[config.mk]
export PLATFORM = sky130hd
export DESIGN_NAME = analog_frontend_config_regs
export DESIGN_NICKNAME = d
export VERILOG_FILES = /design/src/hdl/afe_cfg_pkg.sv /design/src/hdl/analog_frontend_config_regs.sv /design/src/hdl/input_routing_apply.sv
export SDC_FILE = /design/constraint.sdc
export NUM_CORES = 1
export LEC_CHECK = 0
export ABC_CLOCK_PERIOD_IN_PS = 1300
export BUFFER_PORTS_ARGS = -buffer_cell sky130_fd_sc_hd__clkbuf_2
export CAP_MARGIN = 40
export CORE_MARGIN = 1
export CORE_UTILIZATION = 30
export CTS_CLUSTER_DIAMETER = 30
export CTS_CLUSTER_SIZE = 8
export DETAILED_ROUTE_END_ITERATION = 8
export HOLD_SLACK_MARGIN = 0.03
export SETUP_SLACK_MARGIN = 0.4
export SYNTH_ARGS = -nofsm -noshare
export SYNTH_HDL_FRONTEND = slang
export SYNTH_HIERARCHICAL = 1
export SYNTH_SLANG_ARGS = --single-unit
[constraint.sdc]
create_clock -name clk -period 1.3 [get_ports clk]
set_input_delay 0.13 -clock clk [delete_from_list [all_inputs] [get_ports clk]]
set_output_delay 0.13 -clock clk [all_outputs]
set_load 0.005 [all_outputs]
[src/hdl/afe_cfg_pkg.sv]
// constants for the analog front end configuration register bank
package afe_cfg_pkg;

   // ==========================================================
   // bus widths
   localparam int ADDR_W = 12;
   localparam int DATA_W = 16;

   // ==========================================================
   // register offsets, byte addresses as printed
   localparam logic [11:0] OFF_INPUT_A_FULLSCALE = 12'h030;
   localparam logic [11:0] OFF_INPUT_B_FULLSCALE = 12'h032;
   localparam logic [11:0] OFF_REFERENCE_BYPASS = 12'h038;
   localparam logic [11:0] OFF_STAMP_INPUT_CONTROL = 12'h03B;
   localparam logic [11:0] OFF_LANE_PREEMPHASIS = 12'h048;
   localparam logic [11:0] OFF_INPUT_ROUTING = 12'h060;
   localparam logic [11:0] OFF_ROUTING_STATUS = 12'h06F;

   // ==========================================================
   // reset values
   localparam logic [15:0] RST_FULLSCALE = 16'hA000;
   localparam logic [7:0] RST_REFERENCE_BYPASS = 8'h00;
   localparam logic [7:0] RST_STAMP_INPUT_CONTROL = 8'h00;
   localparam logic [7:0] RST_LANE_PREEMPHASIS = 8'h00;
   localparam logic [7:0] RST_INPUT_ROUTING = 8'h01;

   // ==========================================================
   // full-scale code landmarks
   localparam logic [15:0] FS_CODE_MIN_RECOMMENDED = 16'h2000; // 500 mVPP
   localparam logic [15:0] FS_CODE_DEFAULT = 16'hA000; // 800 mVPP
   localparam logic [15:0] FS_CODE_MAX = 16'hFFFF; // 1000 mVPP

   // ==========================================================
   // field positions
   localparam int POS_REFERENCE_SOURCE_BYPASS = 0;
   localparam int POS_STAMP_RECEIVER_ON = 0;
   localparam int POS_STAMP_LOWSWING_MODE = 1;
   localparam int POS_LANE_PREEMPH_LEVEL = 0;
   localparam int WID_LANE_PREEMPH_LEVEL = 3;
   localparam int POS_LANE_PREEMPH_EXTRA = 3;
   localparam int POS_DUAL_INPUT_SWAP = 4;
   localparam int POS_SINGLE_INPUT_SEL = 0;
   localparam int POS_STATUS_PENDING = 0;
   localparam int POS_STATUS_HELD = 1;
   localparam int POS_STATUS_APPLIED = 4;
   localparam int LANE_COUNT = 16;

   // ==========================================================
   // single-channel input selections
   typedef enum logic [1:0] {
      SINGLE_RESERVED = 2'h0,
      SINGLE_INPUT_A = 2'h1,
      SINGLE_INPUT_B = 2'h2,
      SINGLE_DUAL_INTERLEAVED = 2'h3
   } single_sel_t;

   // calibration gate states, gray along held -> running
   typedef enum logic {
      CAL_HELD = 1'b0,
      CAL_RUNNING = 1'b1
   } cal_state_t;

endpackage

[src/hdl/analog_frontend_config_regs.sv]
// configuration register bank for the analog front end and output lanes
// ==========================================================
`timescale 1ns/1ps
`default_nettype none

module analog_frontend_config_regs (
   input wire logic clk,
   input wire logic rstn,
   input wire logic [11:0] regAddr,
   input wire logic [15:0] regWrData,
   input wire logic regWrite,
   input wire logic regRead,
   output logic [15:0] regRdData,
   input wire logic linkIsSingle,
   input wire logic calEnable,
   output logic [15:0] inputAFullscaleCode,
   output logic [15:0] inputBFullscaleCode,
   output logic inputALowRange,
   output logic inputBLowRange,
   output logic referenceSourceBypass,
   output logic stampReceiverOn,
   output logic stampLowswingMode,
   output logic [47:0] lanePreemphLevel,
   output logic [15:0] lanePreemphExtra,
   output logic convASampleB,
   output logic convBSampleB,
   output logic routingPending
);

   // ==========================================================
   // address decode
   function automatic logic regHit(input logic [11:0] addr, input logic [11:0] offset);
      regHit = (addr == offset);
   endfunction

   // below the recommended minimum code performance degrades
   function automatic logic belowRecommended(input logic [15:0] code);
      belowRecommended = (code < afe_cfg_pkg::FS_CODE_MIN_RECOMMENDED);
   endfunction

   // ==========================================================
   // register state
   logic [15:0] fsA_q, fsA_d;
   logic [15:0] fsB_q, fsB_d;
   logic [7:0] refBypass_q, refBypass_d;
   logic [7:0] stampCtrl_q, stampCtrl_d;
   logic [7:0] preemph_q, preemph_d;
   logic [7:0] routing_q, routing_d;
   logic [15:0] rdData_q, rdData_d;
   logic [1:0] lowRange_q, lowRange_d;
   logic calHeldSig;
   logic [7:0] appliedRouting;

   // write decode and next values
   always_comb begin
      fsA_d = fsA_q;
      fsB_d = fsB_q;
      refBypass_d = refBypass_q;
      stampCtrl_d = stampCtrl_q;
      preemph_d = preemph_q;
      routing_d = routing_q;
      if (regWrite) begin
         // fullscale codes stored at full width, other registers keep only the low byte, reserved bits kept as written
         if (regHit(regAddr, afe_cfg_pkg::OFF_INPUT_A_FULLSCALE)) begin
            fsA_d = regWrData;
         end
         if (regHit(regAddr, afe_cfg_pkg::OFF_INPUT_B_FULLSCALE)) begin
            fsB_d = regWrData;
         end
         if (regHit(regAddr, afe_cfg_pkg::OFF_REFERENCE_BYPASS)) begin
            refBypass_d = regWrData[7:0];
         end
         if (regHit(regAddr, afe_cfg_pkg::OFF_STAMP_INPUT_CONTROL)) begin
            stampCtrl_d = regWrData[7:0];
         end
         if (regHit(regAddr, afe_cfg_pkg::OFF_LANE_PREEMPHASIS)) begin
            preemph_d = regWrData[7:0];
         end
         if (regHit(regAddr, afe_cfg_pkg::OFF_INPUT_ROUTING)) begin
            routing_d = regWrData[7:0];
         end
      end
   end

   // register write state
   always_ff @(posedge clk or negedge rstn) begin
      if (!rstn) begin
         fsA_q <= afe_cfg_pkg::RST_FULLSCALE;
         fsB_q <= afe_cfg_pkg::RST_FULLSCALE;
         refBypass_q <= afe_cfg_pkg::RST_REFERENCE_BYPASS;
         stampCtrl_q <= afe_cfg_pkg::RST_STAMP_INPUT_CONTROL;
         preemph_q <= afe_cfg_pkg::RST_LANE_PREEMPHASIS;
         routing_q <= afe_cfg_pkg::RST_INPUT_ROUTING;
      end else begin
         fsA_q <= fsA_d;
         fsB_q <= fsB_d;
         refBypass_q <= refBypass_d;
         stampCtrl_q <= stampCtrl_d;
         preemph_q <= preemph_d;
         routing_q <= routing_d;
      end
   end

   // ==========================================================
   // read path: data one cycle after the strobe, zero otherwise
   always_comb begin
      rdData_d = 16'h0000;
      if (regRead) begin
         // pure mux, no register changes on a read
         if (regHit(regAddr, afe_cfg_pkg::OFF_INPUT_A_FULLSCALE)) begin
            rdData_d = fsA_q;
         end else if (regHit(regAddr, afe_cfg_pkg::OFF_INPUT_B_FULLSCALE)) begin
            rdData_d = fsB_q;
         end else if (regHit(regAddr, afe_cfg_pkg::OFF_REFERENCE_BYPASS)) begin
            rdData_d = {8'h00, refBypass_q};
         end else if (regHit(regAddr, afe_cfg_pkg::OFF_STAMP_INPUT_CONTROL)) begin
            rdData_d = {8'h00, stampCtrl_q};
         end else if (regHit(regAddr, afe_cfg_pkg::OFF_LANE_PREEMPHASIS)) begin
            rdData_d = {8'h00, preemph_q};
         end else if (regHit(regAddr, afe_cfg_pkg::OFF_INPUT_ROUTING)) begin
            rdData_d = {8'h00, routing_q};
         end else if (regHit(regAddr, afe_cfg_pkg::OFF_ROUTING_STATUS)) begin
            // applied routing in the high byte, gate status low
            rdData_d = {appliedRouting, 6'h00, calHeldSig, routingPending};
         end
      end
   end

   // read data register
   always_ff @(posedge clk or negedge rstn) begin
      if (!rstn) begin
         rdData_q <= 16'h0000;
      end else begin
         rdData_q <= rdData_d;
      end
   end

   assign regRdData = rdData_q;

   // ==========================================================
   // analog controls decoded from stored fields
   assign inputAFullscaleCode = fsA_q;
   assign inputBFullscaleCode = fsB_q;
   assign referenceSourceBypass = refBypass_q[afe_cfg_pkg::POS_REFERENCE_SOURCE_BYPASS];
   assign stampReceiverOn = stampCtrl_q[afe_cfg_pkg::POS_STAMP_RECEIVER_ON];
   assign stampLowswingMode = stampCtrl_q[afe_cfg_pkg::POS_STAMP_LOWSWING_MODE];

   // degraded-range warnings, registered
   always_comb begin
      lowRange_d = 2'h0;
      lowRange_d[0] = belowRecommended(fsA_d);
      lowRange_d[1] = belowRecommended(fsB_d);
   end

   // warning flags
   always_ff @(posedge clk or negedge rstn) begin
      if (!rstn) begin
         lowRange_q <= 2'h0;
      end else begin
         lowRange_q <= lowRange_d;
      end
   end

   assign inputALowRange = lowRange_q[0];
   assign inputBLowRange = lowRange_q[1];

   // ==========================================================
   // one common pre-emphasis setting fanned out to every lane
   genvar lane;
   generate
      for (lane = 0; lane < afe_cfg_pkg::LANE_COUNT; lane = lane + 1) begin : g_lane
         assign lanePreemphLevel[lane*3 +: 3] =
            preemph_q[afe_cfg_pkg::POS_LANE_PREEMPH_LEVEL +: 3];
         assign lanePreemphExtra[lane] =
            preemph_q[afe_cfg_pkg::POS_LANE_PREEMPH_EXTRA];
      end
   endgenerate

   // ==========================================================
   // input multiplexer steering, applied on calibration run
   input_routing_apply u_routing (
      .clk(clk),
      .rstn(rstn),
      .routingReg(routing_q),
      .linkIsSingle(linkIsSingle),
      .calEnable(calEnable),
      .convASampleB(convASampleB),
      .convBSampleB(convBSampleB),
      .routingPending(routingPending),
      .calHeld(calHeldSig),
      .appliedRouting(appliedRouting)
   );

endmodule

`default_nettype wire

[src/hdl/input_routing_apply.sv]
// applies the input multiplexer selection when calibration is re-run
`timescale 1ns/1ps
`default_nettype none

module input_routing_apply (
   input wire logic clk,
   input wire logic rstn,
   input wire logic [7:0] routingReg,
   input wire logic linkIsSingle,
   input wire logic calEnable,
   output logic convASampleB,
   output logic convBSampleB,
   output logic routingPending,
   output logic calHeld,
   output logic [7:0] appliedRouting
);

   // ==========================================================
   // state
   afe_cfg_pkg::cal_state_t state_q, state_d;
   logic [7:0] applied_q, applied_d;
   logic pending_q, pending_d;
   logic [7:0] lastSeen_q, lastSeen_d;
   logic aB_q, aB_d;
   logic bB_q, bB_d;

   // next state, applied routing and converter steering
   always_comb begin
      logic swap;
      afe_cfg_pkg::single_sel_t single;
      swap = applied_q[afe_cfg_pkg::POS_DUAL_INPUT_SWAP];
      single = afe_cfg_pkg::single_sel_t'(applied_q[afe_cfg_pkg::POS_SINGLE_INPUT_SEL +: 2]);
      state_d = state_q;
      applied_d = applied_q;
      pending_d = pending_q;
      lastSeen_d = routingReg;
      // a change in the selection waits for calibration
      if (routingReg != lastSeen_q) begin
         pending_d = 1'b1;
      end
      unique case (state_q)
         afe_cfg_pkg::CAL_HELD: begin
            if (calEnable) begin
               // calibration rising: new routing now takes effect
               state_d = afe_cfg_pkg::CAL_RUNNING;
               applied_d = routingReg;
               pending_d = 1'b0;
            end
         end
         afe_cfg_pkg::CAL_RUNNING: begin
            if (!calEnable) begin
               state_d = afe_cfg_pkg::CAL_HELD;
            end
         end
      endcase
      aB_d = aB_q;
      bB_d = bB_q;
      if (linkIsSingle) begin
         // swap bit ignored in single-channel modes
         unique case (single)
            afe_cfg_pkg::SINGLE_INPUT_A: begin
               aB_d = 1'b0;
               bB_d = 1'b0;
            end
            afe_cfg_pkg::SINGLE_INPUT_B: begin
               aB_d = 1'b1;
               bB_d = 1'b1;
            end
            afe_cfg_pkg::SINGLE_DUAL_INTERLEAVED: begin
               aB_d = 1'b0;
               bB_d = 1'b1;
            end
            afe_cfg_pkg::SINGLE_RESERVED: begin
               aB_d = aB_q; // reserved code keeps the last routing
               bB_d = bB_q;
            end
         endcase
      end else begin
         // single-input field ignored outside single-channel modes
         aB_d = swap;
         bB_d = !swap;
      end
   end

   // registers
   always_ff @(posedge clk or negedge rstn) begin
      if (!rstn) begin
         state_q <= afe_cfg_pkg::CAL_HELD;
         applied_q <= afe_cfg_pkg::RST_INPUT_ROUTING;
         pending_q <= 1'b0;
         lastSeen_q <= afe_cfg_pkg::RST_INPUT_ROUTING;
         aB_q <= 1'b0;
         bB_q <= 1'b1;
      end else begin
         state_q <= state_d;
         applied_q <= applied_d;
         pending_q <= pending_d;
         lastSeen_q <= lastSeen_d;
         aB_q <= aB_d;
         bB_q <= bB_d;
      end
   end

   assign convASampleB = aB_q;
   assign convBSampleB = bB_q;
   assign routingPending = pending_q;
   assign calHeld = (state_q == afe_cfg_pkg::CAL_HELD);
   assign appliedRouting = applied_q;

endmodule

`default_nettype wire

# ---- After elaboration in Yosys (flattened, before gate mapping)
# Cells that the tools add are included.
dict set report classes {
  magnitude_cmp 2
  n_eq_ne 12
  bitwise 1
  n_mux 20
  n_reduce_logical 9
}
# cell count
set ops {}
lappend ops {{$mux 16} 12}
lappend ops {{$eq 12x6->1 const B} 4}
lappend ops {{$eq 12x7->1 const B} 3}
lappend ops {{$lt 16x14->1 const B} 2}
lappend ops {{$reduce_and 2->1} 5}
lappend ops {{$ne 8x8->1} 1}
lappend ops {{$mux 1} 6}
lappend ops {{$eq 2x2->1 const B} 2}
lappend ops {{$pmux 1 s2} 2}
lappend ops {{$reduce_or 2->1} 2}
lappend ops {{$eq 2x1->1 const B} 1}
lappend ops {{$logic_not 2->1} 1}
lappend ops {{$ne 2x2->1 const B} 1}
lappend ops {{$logic_not 1->1} 1}
lappend ops {{$not 1->1} 1}
dict set report totals {
  regBits 102
  output_inout_bits 120
}

# ---- Depth between registers and ports, before layout
# Gate-level depths: netlist (run 1).
dict set report logic_depth {
  depth_word 9
  mapped_depth 7
  ltp_nobuf 5
}

# ---- Cells and area by module
# The synthesis (run 1) kept the hierarchy.
# mod area_per_inst_um2 instances cells_each seq_area_each_um2
set modules_own_cells {}
lappend modules_own_cells {analog_frontend_config_regs 4226.6 1 340 2058.2}
lappend modules_own_cells {input_routing_apply 733.2 1 48 504.2}

# ---- Least setup slack after synthesis (run 1)
# No wires, ideal clock.
dict set report synth_path {
  path_kind {input port to flip-flop}
  startpoint {in regAddr[6]}
  endpoint {reg fsA_q[10] (netlist: inputAFullscaleCode[10])}
  t_required_ns 1.175
  setup_time_ns 0.125
  n_path_buf 1
  t_arrival_ns 1.741
  slack_ns -0.566
  path_stages 6
  cell_sequence {or3b_2 nor2_1 nand3_2 nor2_4 buf_6 mux2_2}
}
dict set report synth_between {
  elab_chain_cells 3
}
# element line_no
set synth_rtl {}
lappend synth_rtl {{start: declaration} analog_frontend_config_regs.sv:9} ;# input wire logic [11:0] regAddr,
lappend synth_rtl {{$eq 12x6->1} analog_frontend_config_regs.sv:33} ;# regHit = (addr == offset);
lappend synth_rtl {{$mux 16} analog_frontend_config_regs.sv:64} ;# if (regHit(regAddr, afe_cfg_pkg::OFF_INPUT_A_FULLSCALE)) begin
lappend synth_rtl {{$mux 16} analog_frontend_config_regs.sv:62} ;# if (regWrite) begin
lappend synth_rtl {{end signal: assignment} analog_frontend_config_regs.sv:88} ;# fsA_q <= afe_cfg_pkg::RST_FULLSCALE;
lappend synth_rtl {{end signal: assignment} analog_frontend_config_regs.sv:95} ;# fsA_q <= fsA_d;
lappend synth_rtl {{end: declaration} analog_frontend_config_regs.sv:43} ;# logic [15:0] fsA_q, fsA_d;
# Every way passes these cells.
# A chain may end at the register's enable or synchronous reset.

# ---- Worst setup path after layout (run 1)
dict set report layout_path {
  startpoint {in regAddr[6]}
  endpoint {reg fsB_q[2] (netlist: inputBFullscaleCode[2])}
}
dict set report layout_between {
  elab_chain_cells 3
}
# element line_no
set layout_rtl {}
lappend layout_rtl {{$eq 12x6->1} analog_frontend_config_regs.sv:33}
lappend layout_rtl {{$mux 16} analog_frontend_config_regs.sv:67} ;# if (regHit(regAddr, afe_cfg_pkg::OFF_INPUT_B_FULLSCALE)) begin
lappend layout_rtl {{$mux 16} analog_frontend_config_regs.sv:62}
lappend layout_rtl {{end signal: assignment} analog_frontend_config_regs.sv:89} ;# fsB_q <= afe_cfg_pkg::RST_FULLSCALE;
lappend layout_rtl {{end signal: assignment} analog_frontend_config_regs.sv:96} ;# fsB_q <= fsB_d;
lappend layout_rtl {{end: declaration} analog_frontend_config_regs.sv:44} ;# logic [15:0] fsB_q, fsB_d;
# Every way passes these cells.

==> impl_metrics.py, run 1 <==
metrics = {
    "routing": {
        "drt_wl_total_um": 14400,
        "ant_nets": 0,
        "wl_per_cell_um": 18.0,
        "drc_errors": 0,
        "first_pass_iters": 5,
        "drt_iter0_markers": 183,
        "post_drt_via_cell_ratio": 4.70,
        "vias": 3769,
    },
    "logic_synthesis": {
        "avgSynthCellArea_um2": 12.8,
        "synth_nets": 422,
        "synthCells": 388,
        "synth_top_flop_cell": "dfrtp_1",
        "synth_warnings": 6,
        "ys_types": 45,
        "syn-cell-area_um2": 4960,
        "ys_seq_elements": 102,
        "synth_edf_count": 0,
        "async_flop_share_pct": 100,
        "seq_area_frac_synth_pct": 51.7,
    },
    "flow_run": {
        "max_cap_viol_count": 0,
    },
    "pwr": {
        "total_power_mw": 6.46,
        "ir_worst_vdd_uv": 724,
        "pwr_density_cell_nw_per_um2": 849,
        "leakage_nw": 3.88,
    },
    "final_layout": {
        "nFillCells": 1486,
        "drive_above_1_share_pct": 63.3,
        "n_antenna_cell": 0,
        "final_nets": 615,
        "area_growth_pct": 53.4,
        "fin_area_um2": 7610,
        "multiInputGateArea_um2": 2180,
        "regArea_um2": 2570,
    },
    "outcome": {
        "violations": "negative setup slack",
        "outcome": "finished with violations",
    },
    "place": {
        "place_area_um2": 6110,
        "place.gp.congestion": 0.827,
        "place_hpwl_um": 9560,
        "dp_slack_ns": -0.536,
        "port_buffers": 153,
    },
    "grt": {
        "gr-usage-met3_pct": 3.95,
        "grt_pass1_wl_um": 20700,
        "grt_use_met1_pct": 20.7,
        "top_usage_layer": "met2",
        "grt_util_all_layers_pct": 16.4,
        "grt_max_degree": 41,
        "grt_pass1_vias": 3788,
        "antenna_found_initial": 0,
        "grtUsageMet2_pct": 27.0,
        "overflow": 0,
    },
    "timing": {
        "worst_pin_slew_ns": 0.452,
        "fin_hold_ws_ns": 0.0543,
        "period_minus_slack_ns": 1.44,
        "slew_headroom_pct": 69.9,
        "grt_setup_unrepaired": "yes",
        "skew_ns": 0.0117,
        "setup_ws_ns": -0.143,
        "slew_viol_final": 0,
        "tns_ns": -4.86,
        "final.period_utilization_pct": 111,
        "finalHoldViolCount": 0,
        "setup_viol": 67,
        "fmax_mhz": 693,
    },
    "clock_tree": {
        "insertion_delay_ns": 0.36,
        "cts_tree": "yes",
        "cts_made_buffers": 9,
        "path_clk_slew_ns": 0.07,
        "clock_sinks": 102,
        "h-tree-depth": 3,
        "cts.path.max_buffers": 2,
        "cts_root_buf": "clkbuf_16",
    },
    "worst_setup_path": {
        "path_cells": "buf_6 -> or3b_4 -> nor2_4 -> nand3_4 -> nor2_4 -> buf_12 -> buf_12 -> mux2_4",
        "cpLargestDelayFamily": "simple AND/OR/NAND/NOR gates",
        "crit_buf_inv": 3,
        "crit-reg2reg-launch": "refBypass_q[0]",
        "crit_arrival_ns": 1.68,
        "worstPathMaxFanout": 5,
        "end_kind": "flip-flop",
        "slowest_delay_ns": 0.43,
        "r2r_slack_ns": 0.12,
        "crit_path_start_kind": "input pin",
        "cp.required_ns": 1.53,
        "worst-r2r-cell-count": 4,
        "crit_type": "input pin to flip-flop",
        "critical-path-slowest-cell": "or3b_4",
        "worstReg2RegEnd": "regRdData[0]",
    },
    "min_path": {
        "min_path_type": "input pin to flip-flop",
        "hp-start": "regWrData[13]",
        "whs_endpoint": "inputAFullscaleCode[13]",
        "hold_path_depth": 2,
    },
    "floorplan": {
        "core_area_um2": 16000,
        "fp.dieArea_um2": 17100,
        "initial_core_util_pct": 31.0,
        "io_pins": 154,
        "die_w_um": 131,
        "die_height_um": 131,
        "fp-row-count": 46,
    },
}
## final cells by class
class	count	area share (%)
tap	216	3.55
timing repair buffer	256	30.0
clock buffer	12	3.24
inverter	4	0.197
multi-input combinational	208	28.6
sequential	102	33.7
clock inverter	4	0.625
## per-layer routing
layer | vias to the layer above | wire, µm
met5 | - | 0
met4 | 0 | 219
met3 | 18 | 791
li1 | 1732 | -
met1 | 1881 | 6210
met2 | 138 | 7190
## state kept, by name (all words and copies together) (netlist names)
register,cells
inputAFullscaleCode,16
inputBFullscaleCode,16
lowRange_q,2
preemph_q,8
refBypass_q,8
regRdData,16
routing_q,8
stampCtrl_q,8
u_routing/appliedRouting,8
u_routing/convASampleB,1
u_routing/convBSampleB,1
u_routing/lastSeen_q,8
u_routing/routingPending,1
u_routing/state_q,1
## worst reg2reg max path, delay by kind of cell, from the launching register on
family / cells / cell delay [ns]
AO/OA/AOI/OAI: 3 / 0.70
AND/OR/NAND/NOR: 1 / 0.06
flip-flops: 1 / 0.37
## kinds of logic after synthesis
family | share of synthesized area (%)
simple gates | 8.30
compound gates | 8.98
buf+inv | 11.5
mux | 18.0
xor+xnor | 1.59
flops | 51.7
## synth_stat cells (2+ instances only)
cell type	number	area [µm²]
dfrtp_1	94	2350
mux2_2	70	788
buf_4	65	488
a21oi_1	19	95.1
o22ai_1	12	75.1
nor2_1	9	33.8
a222oi_1	8	80.1
dfstp_2	8	210
mux2i_1	8	80.1
nor2b_1	8	50.1
xnor2_1	8	70.1
clkbuf_1	6	22.5
nand2_1	6	22.5
o211a_1	6	60.1
or3_1	5	31.3
buf_6	4	45.0
inv_1	4	15.0
nand3_1	4	20.0
o21ai_0	4	20.0
a211oi_1	3	22.5
nand3_2	3	30.0
nor3_1	3	15.0
a21boi_0	2	15.0
a22o_1	2	17.5
mux2_1	2	22.5
nand2_2	2	12.5
nor2_4	2	22.5
nor2_8	2	40.0
o221ai_1	2	17.5
or3b_2	2	17.5
## stage by stage
stage               utilization [%]  std cells
global route                   47.5        802
CTS                            43.6        790
floorplan                         -        388
finish                         47.5        802
detailed placement             38.2        735
global placement               38.2        735
## power breakdown
group / switching (mW) / internal (mW) / leakage (nW) / total (mW)
Combinational: 0.282 / 0.247 / 2.36 / 0.529
Sequential: 0.0153 / 3.19 / 1.38 / 3.21
Clock: 1.18 / 1.54 / 0.143 / 2.72
Total: 1.48 / 4.98 / 3.88 / 6.46
## worst max path at each step
| stage | from | endpoint | cells after the start |
|---|---|---|---|
| final | regAddr[6] | inputBFullscaleCode[2] | 8 |
| after global routing | regAddr[11] | regRdData[10] | 7 |
| after CTS | regAddr[11] | regRdData[15] | 7 |
| after detailed placement | regAddr[11] | regRdData[15] | 7 |
| after global placement | regAddr[11] | regRdData[15] | 7 |
| after floorplan | regAddr[7] | inputAFullscaleCode[10] | 6 |
## placed cells by master, fill, tap and decap left out, types with 4 or more instances in the layout
| master | instances |
|---|---|
| dfrtp_1 | 91 |
| buf_6 | 86 |
| mux2_4 | 67 |
| buf_4 | 60 |
| clkbuf_2 | 59 |
| buf_2 | 23 |
| a21oi_1 | 19 |
| buf_12 | 13 |
| o22ai_1 | 12 |
| clkbuf_16 | 9 |
| dlygate4sd3_1 | 9 |
| nor2_1 | 8 |
| mux2i_1 | 8 |
| a222oi_1 | 8 |
| nor2b_1 | 8 |
| dfstp_2 | 8 |
| xnor2_1 | 7 |
| nand2_1 | 6 |
| o211a_1 | 6 |
| nor2_4 | 5 |
| mux2_2 | 5 |
| buf_8 | 5 |
| or3_1 | 4 |
| nand3_1 | 4 |
## timing repair
item / 4_1_cts / 5_1_grt
cloned: 1 / 4
setup buffers: 29 / 8
hold buffers: 9 / 0
pin swaps: 8 / 11
gates resized for setup: 61 / 126
endpoints found under the hold margin: 51 / 0
setup endpoints to repair: 213 / 238
No activity file was read; power rests on OpenSTA's default activity.
==> run 2, diff against run 1 <==
--- a/config.mk
+++ b/config.mk
@@ -5,7 +5,7 @@
 export SDC_FILE = /design/constraint.sdc
 export NUM_CORES = 1
 export LEC_CHECK = 0
-export ABC_CLOCK_PERIOD_IN_PS = 1300
+export ABC_CLOCK_PERIOD_IN_PS = 1600
 export BUFFER_PORTS_ARGS = -buffer_cell sky130_fd_sc_hd__clkbuf_2
 export CAP_MARGIN = 40
 export CORE_MARGIN = 1
==> constraint.sdc (replaced) <==
create_clock -name clk -period 1.6 [get_ports clk]
set_input_delay 0.16 -clock clk [delete_from_list [all_inputs] [get_ports clk]]
set_output_delay 0.16 -clock clk [all_outputs]
set_load 0.005 [all_outputs]
==> impl_metrics.py, run 2 (same netlist as run 1, synthesis figures left out) <==
metrics = {
    "outcome": {
        "outcome": "finished clean",
    },
    "place": {
        "place_hpwl_um": 9380,
        "place.gp.congestion": 0.828,
        "place_inst": 722,
        "port_buffers": 153,
    },
    "routing": {
        "first_pass_iters": 4,
        "drt_wl_total_um": 13700,
        "post_drt_via_cell_ratio": 4.68,
        "vias": 3612,
        "drc_errors": 0,
        "drt_iter0_markers": 144,
        "wl_per_cell_um": 17.7,
        "ant_nets": 0,
    },
    "pwr": {
        "seqPwrFrac_pct": 51.0,
        "clkPwrFrac_pct": 41.8,
        "leakage_nw": 3.49,
        "combPwrFrac_pct": 7.2,
        "ir_worst_vdd_uv": 541,
        "p_int_mw": 3.84,
        "p_sw_mw": 1.28,
        "pwr_density_cell_nw_per_um2": 749,
        "swShare_pct": 25.0,
        "total_power_mw": 5.12,
    },
    "clock_tree": {
        "h-tree-depth": 3,
        "clock_sinks": 102,
        "insertion_delay_ns": 0.36,
        "path_clk_slew_ns": 0.07,
        "cts_made_buffers": 9,
        "cts_root_buf": "clkbuf_16",
        "cts.path.max_buffers": 2,
        "cts_tree": "yes",
    },
    "final_layout": {
        "layout_commonest_cell": "clkbuf_2",
        "area_growth_pct": 37.7,
        "nFillCells": 1550,
        "fin_util_pct": 42.7,
        "n_antenna_cell": 0,
        "fin_cells": 771,
        "drive_above_1_share_pct": 63.8,
        "final_nets": 584,
        "final_cell_mix": "144 x clkbuf_2, 89 x dfrtp_1, 42 x buf_4",
    },
    "worst_setup_path": {
        "end_kind": "flip-flop",
        "cp.required_ns": 1.84,
        "worst-r2r-cell-count": 3,
        "worstPathMaxFanout": 8,
        "crit_path_start_kind": "input pin",
        "crit_arrival_ns": 1.71,
        "crit-reg2reg-launch": "routing_q[6]",
        "worstReg2RegEnd": "u_routing/routingPending",
        "crit_type": "input pin to flip-flop",
        "r2r_slack_ns": 0.41,
    },
    "timing": {
        "final.period_utilization_pct": 91.7,
        "tns_ns": 0,
        "fmax_mhz": 681,
        "slew_viol_final": 0,
        "slew_headroom_pct": 66.2,
        "fin_hold_ws_ns": 0.0507,
        "period_minus_slack_ns": 1.47,
        "setup_viol": 0,
        "skew_ns": 0.00424,
        "finalHoldViolCount": 0,
        "worst_pin_slew_ns": 0.507,
        "grt_setup_unrepaired": "yes",
    },
    "floorplan": {
        "fp-row-count": 46,
        "io_pins": 154,
        "die_height_um": 131,
        "initial_core_util_pct": 31.0,
        "fp.dieArea_um2": 17100,
        "die_w_um": 131,
        "core_area_um2": 16000,
    },
    "min_path": {
        "hold_path_depth": 2,
        "hp-start": "regWrData[8]",
        "min_path_type": "input pin to flip-flop",
        "whs_endpoint": "inputAFullscaleCode[8]",
    },
    "grt": {
        "grt_max_degree": 97,
        "antenna_found_initial": 0,
        "grt_pass1_wl_um": 20500,
        "grt_pass1_vias": 3631,
        "overflow": 0,
        "grt_util_all_layers_pct": 16.4,
    },
    "flow_run": {
        "max_cap_viol_count": 0,
    },
}
## run 2: cell count changes in the layout (fill, tap and decap cells not counted), moves of 6 or more
cell	change
clkbuf_2	+85
mux2_2	+30
buf_2	-23
dlygate4sd3_1	-6
buf_4	-18
mux2_4	-30
buf_6	-63
## run 2: worst max-delay path, stage by stage
cell and delay [ns]:
buf_6 0.09, or3b_4 0.43, nor2_4 0.15, nand3_4 0.12, nor2_4 0.17, buf_6 0.14, buf_16 0.13, mux2_4 0.30
## run 2: area by class of cell
cell class | instances | area (µm²) | area share, %
Sequential cell | 102 | 2570 | 37.7
Tap cell | 216 | 270 | 3.96
Inverter | 4 | 15.0 | 0.220
Timing Repair Buffer | 225 | 1590 | 23.3
Multi-Input combinational cell | 208 | 2090 | 30.6
Clock inverter | 7 | 66.3 | 0.971
Clock buffer | 9 | 225 | 3.30
## run 2: worst max path at each step
stage	start	endpoint	slack, ns	depth (start not counted)
after floorplan	regAddr[7]	inputAFullscaleCode[10]	-0.14	6
after global placement	regAddr[11]	regRdData[13]	-0.25	7
after detailed placement	regAddr[11]	regRdData[1]	-0.28	7
after CTS	regAddr[11]	regRdData[1]	0.16	7
after global routing	regAddr[6]	inputAFullscaleCode[7]	0.09	8
final	regAddr[6]	inputAFullscaleCode[7]	0.13	8
## run 2: through the flow
stage / setup slack, ns / instance area, µm²
4_1_cts: 0.156 / 6620
3_5_place_dp: -0.275 / 5980
2_1_floorplan: -0.136 / 5130
6_report: 0.133 / 6830
5_1_grt: 0.0856 / 6830
3_3_place_gp: -0.253 / 5980
## run 2: what timing repair did
| action | in CTS | in global routing |
|---|---|---|
| buffers inserted | 17 | 10 |
| gates cloned | 3 | 0 |
| endpoints found under the hold margin | 96 | 0 |
| hold buffers | 3 | 0 |
| endpoints found under the setup margin | 150 | 151 |
| pin swaps | 19 | 10 |
| resized for setup | 31 | 35 |
## run 2: routing by layer
| metal | vias up | track usage (%) | share of wire [%] |
|---|---|---|---|
| met3 | 20 | 4.23 | 4.6 |
| met5 | - | 0 | 0 |
| met4 | 0 | 6.22 | 1.9 |
| li1 | 1677 | - | - |
| met1 | 1804 | 20.5 | 43 |
| met2 | 111 | 27.2 | 51 |
## run 2: power by group through the flow
stage	Combinational [mW]	Sequential, mW	Clock [mW]
CTS	0.357	2.61	2.19
global placement	0.328	2.66	0
detailed placement	0.335	2.66	0
finish	0.369	2.61	2.14
floorplan	0.132	2.66	0
global route	0.405	2.61	2.30
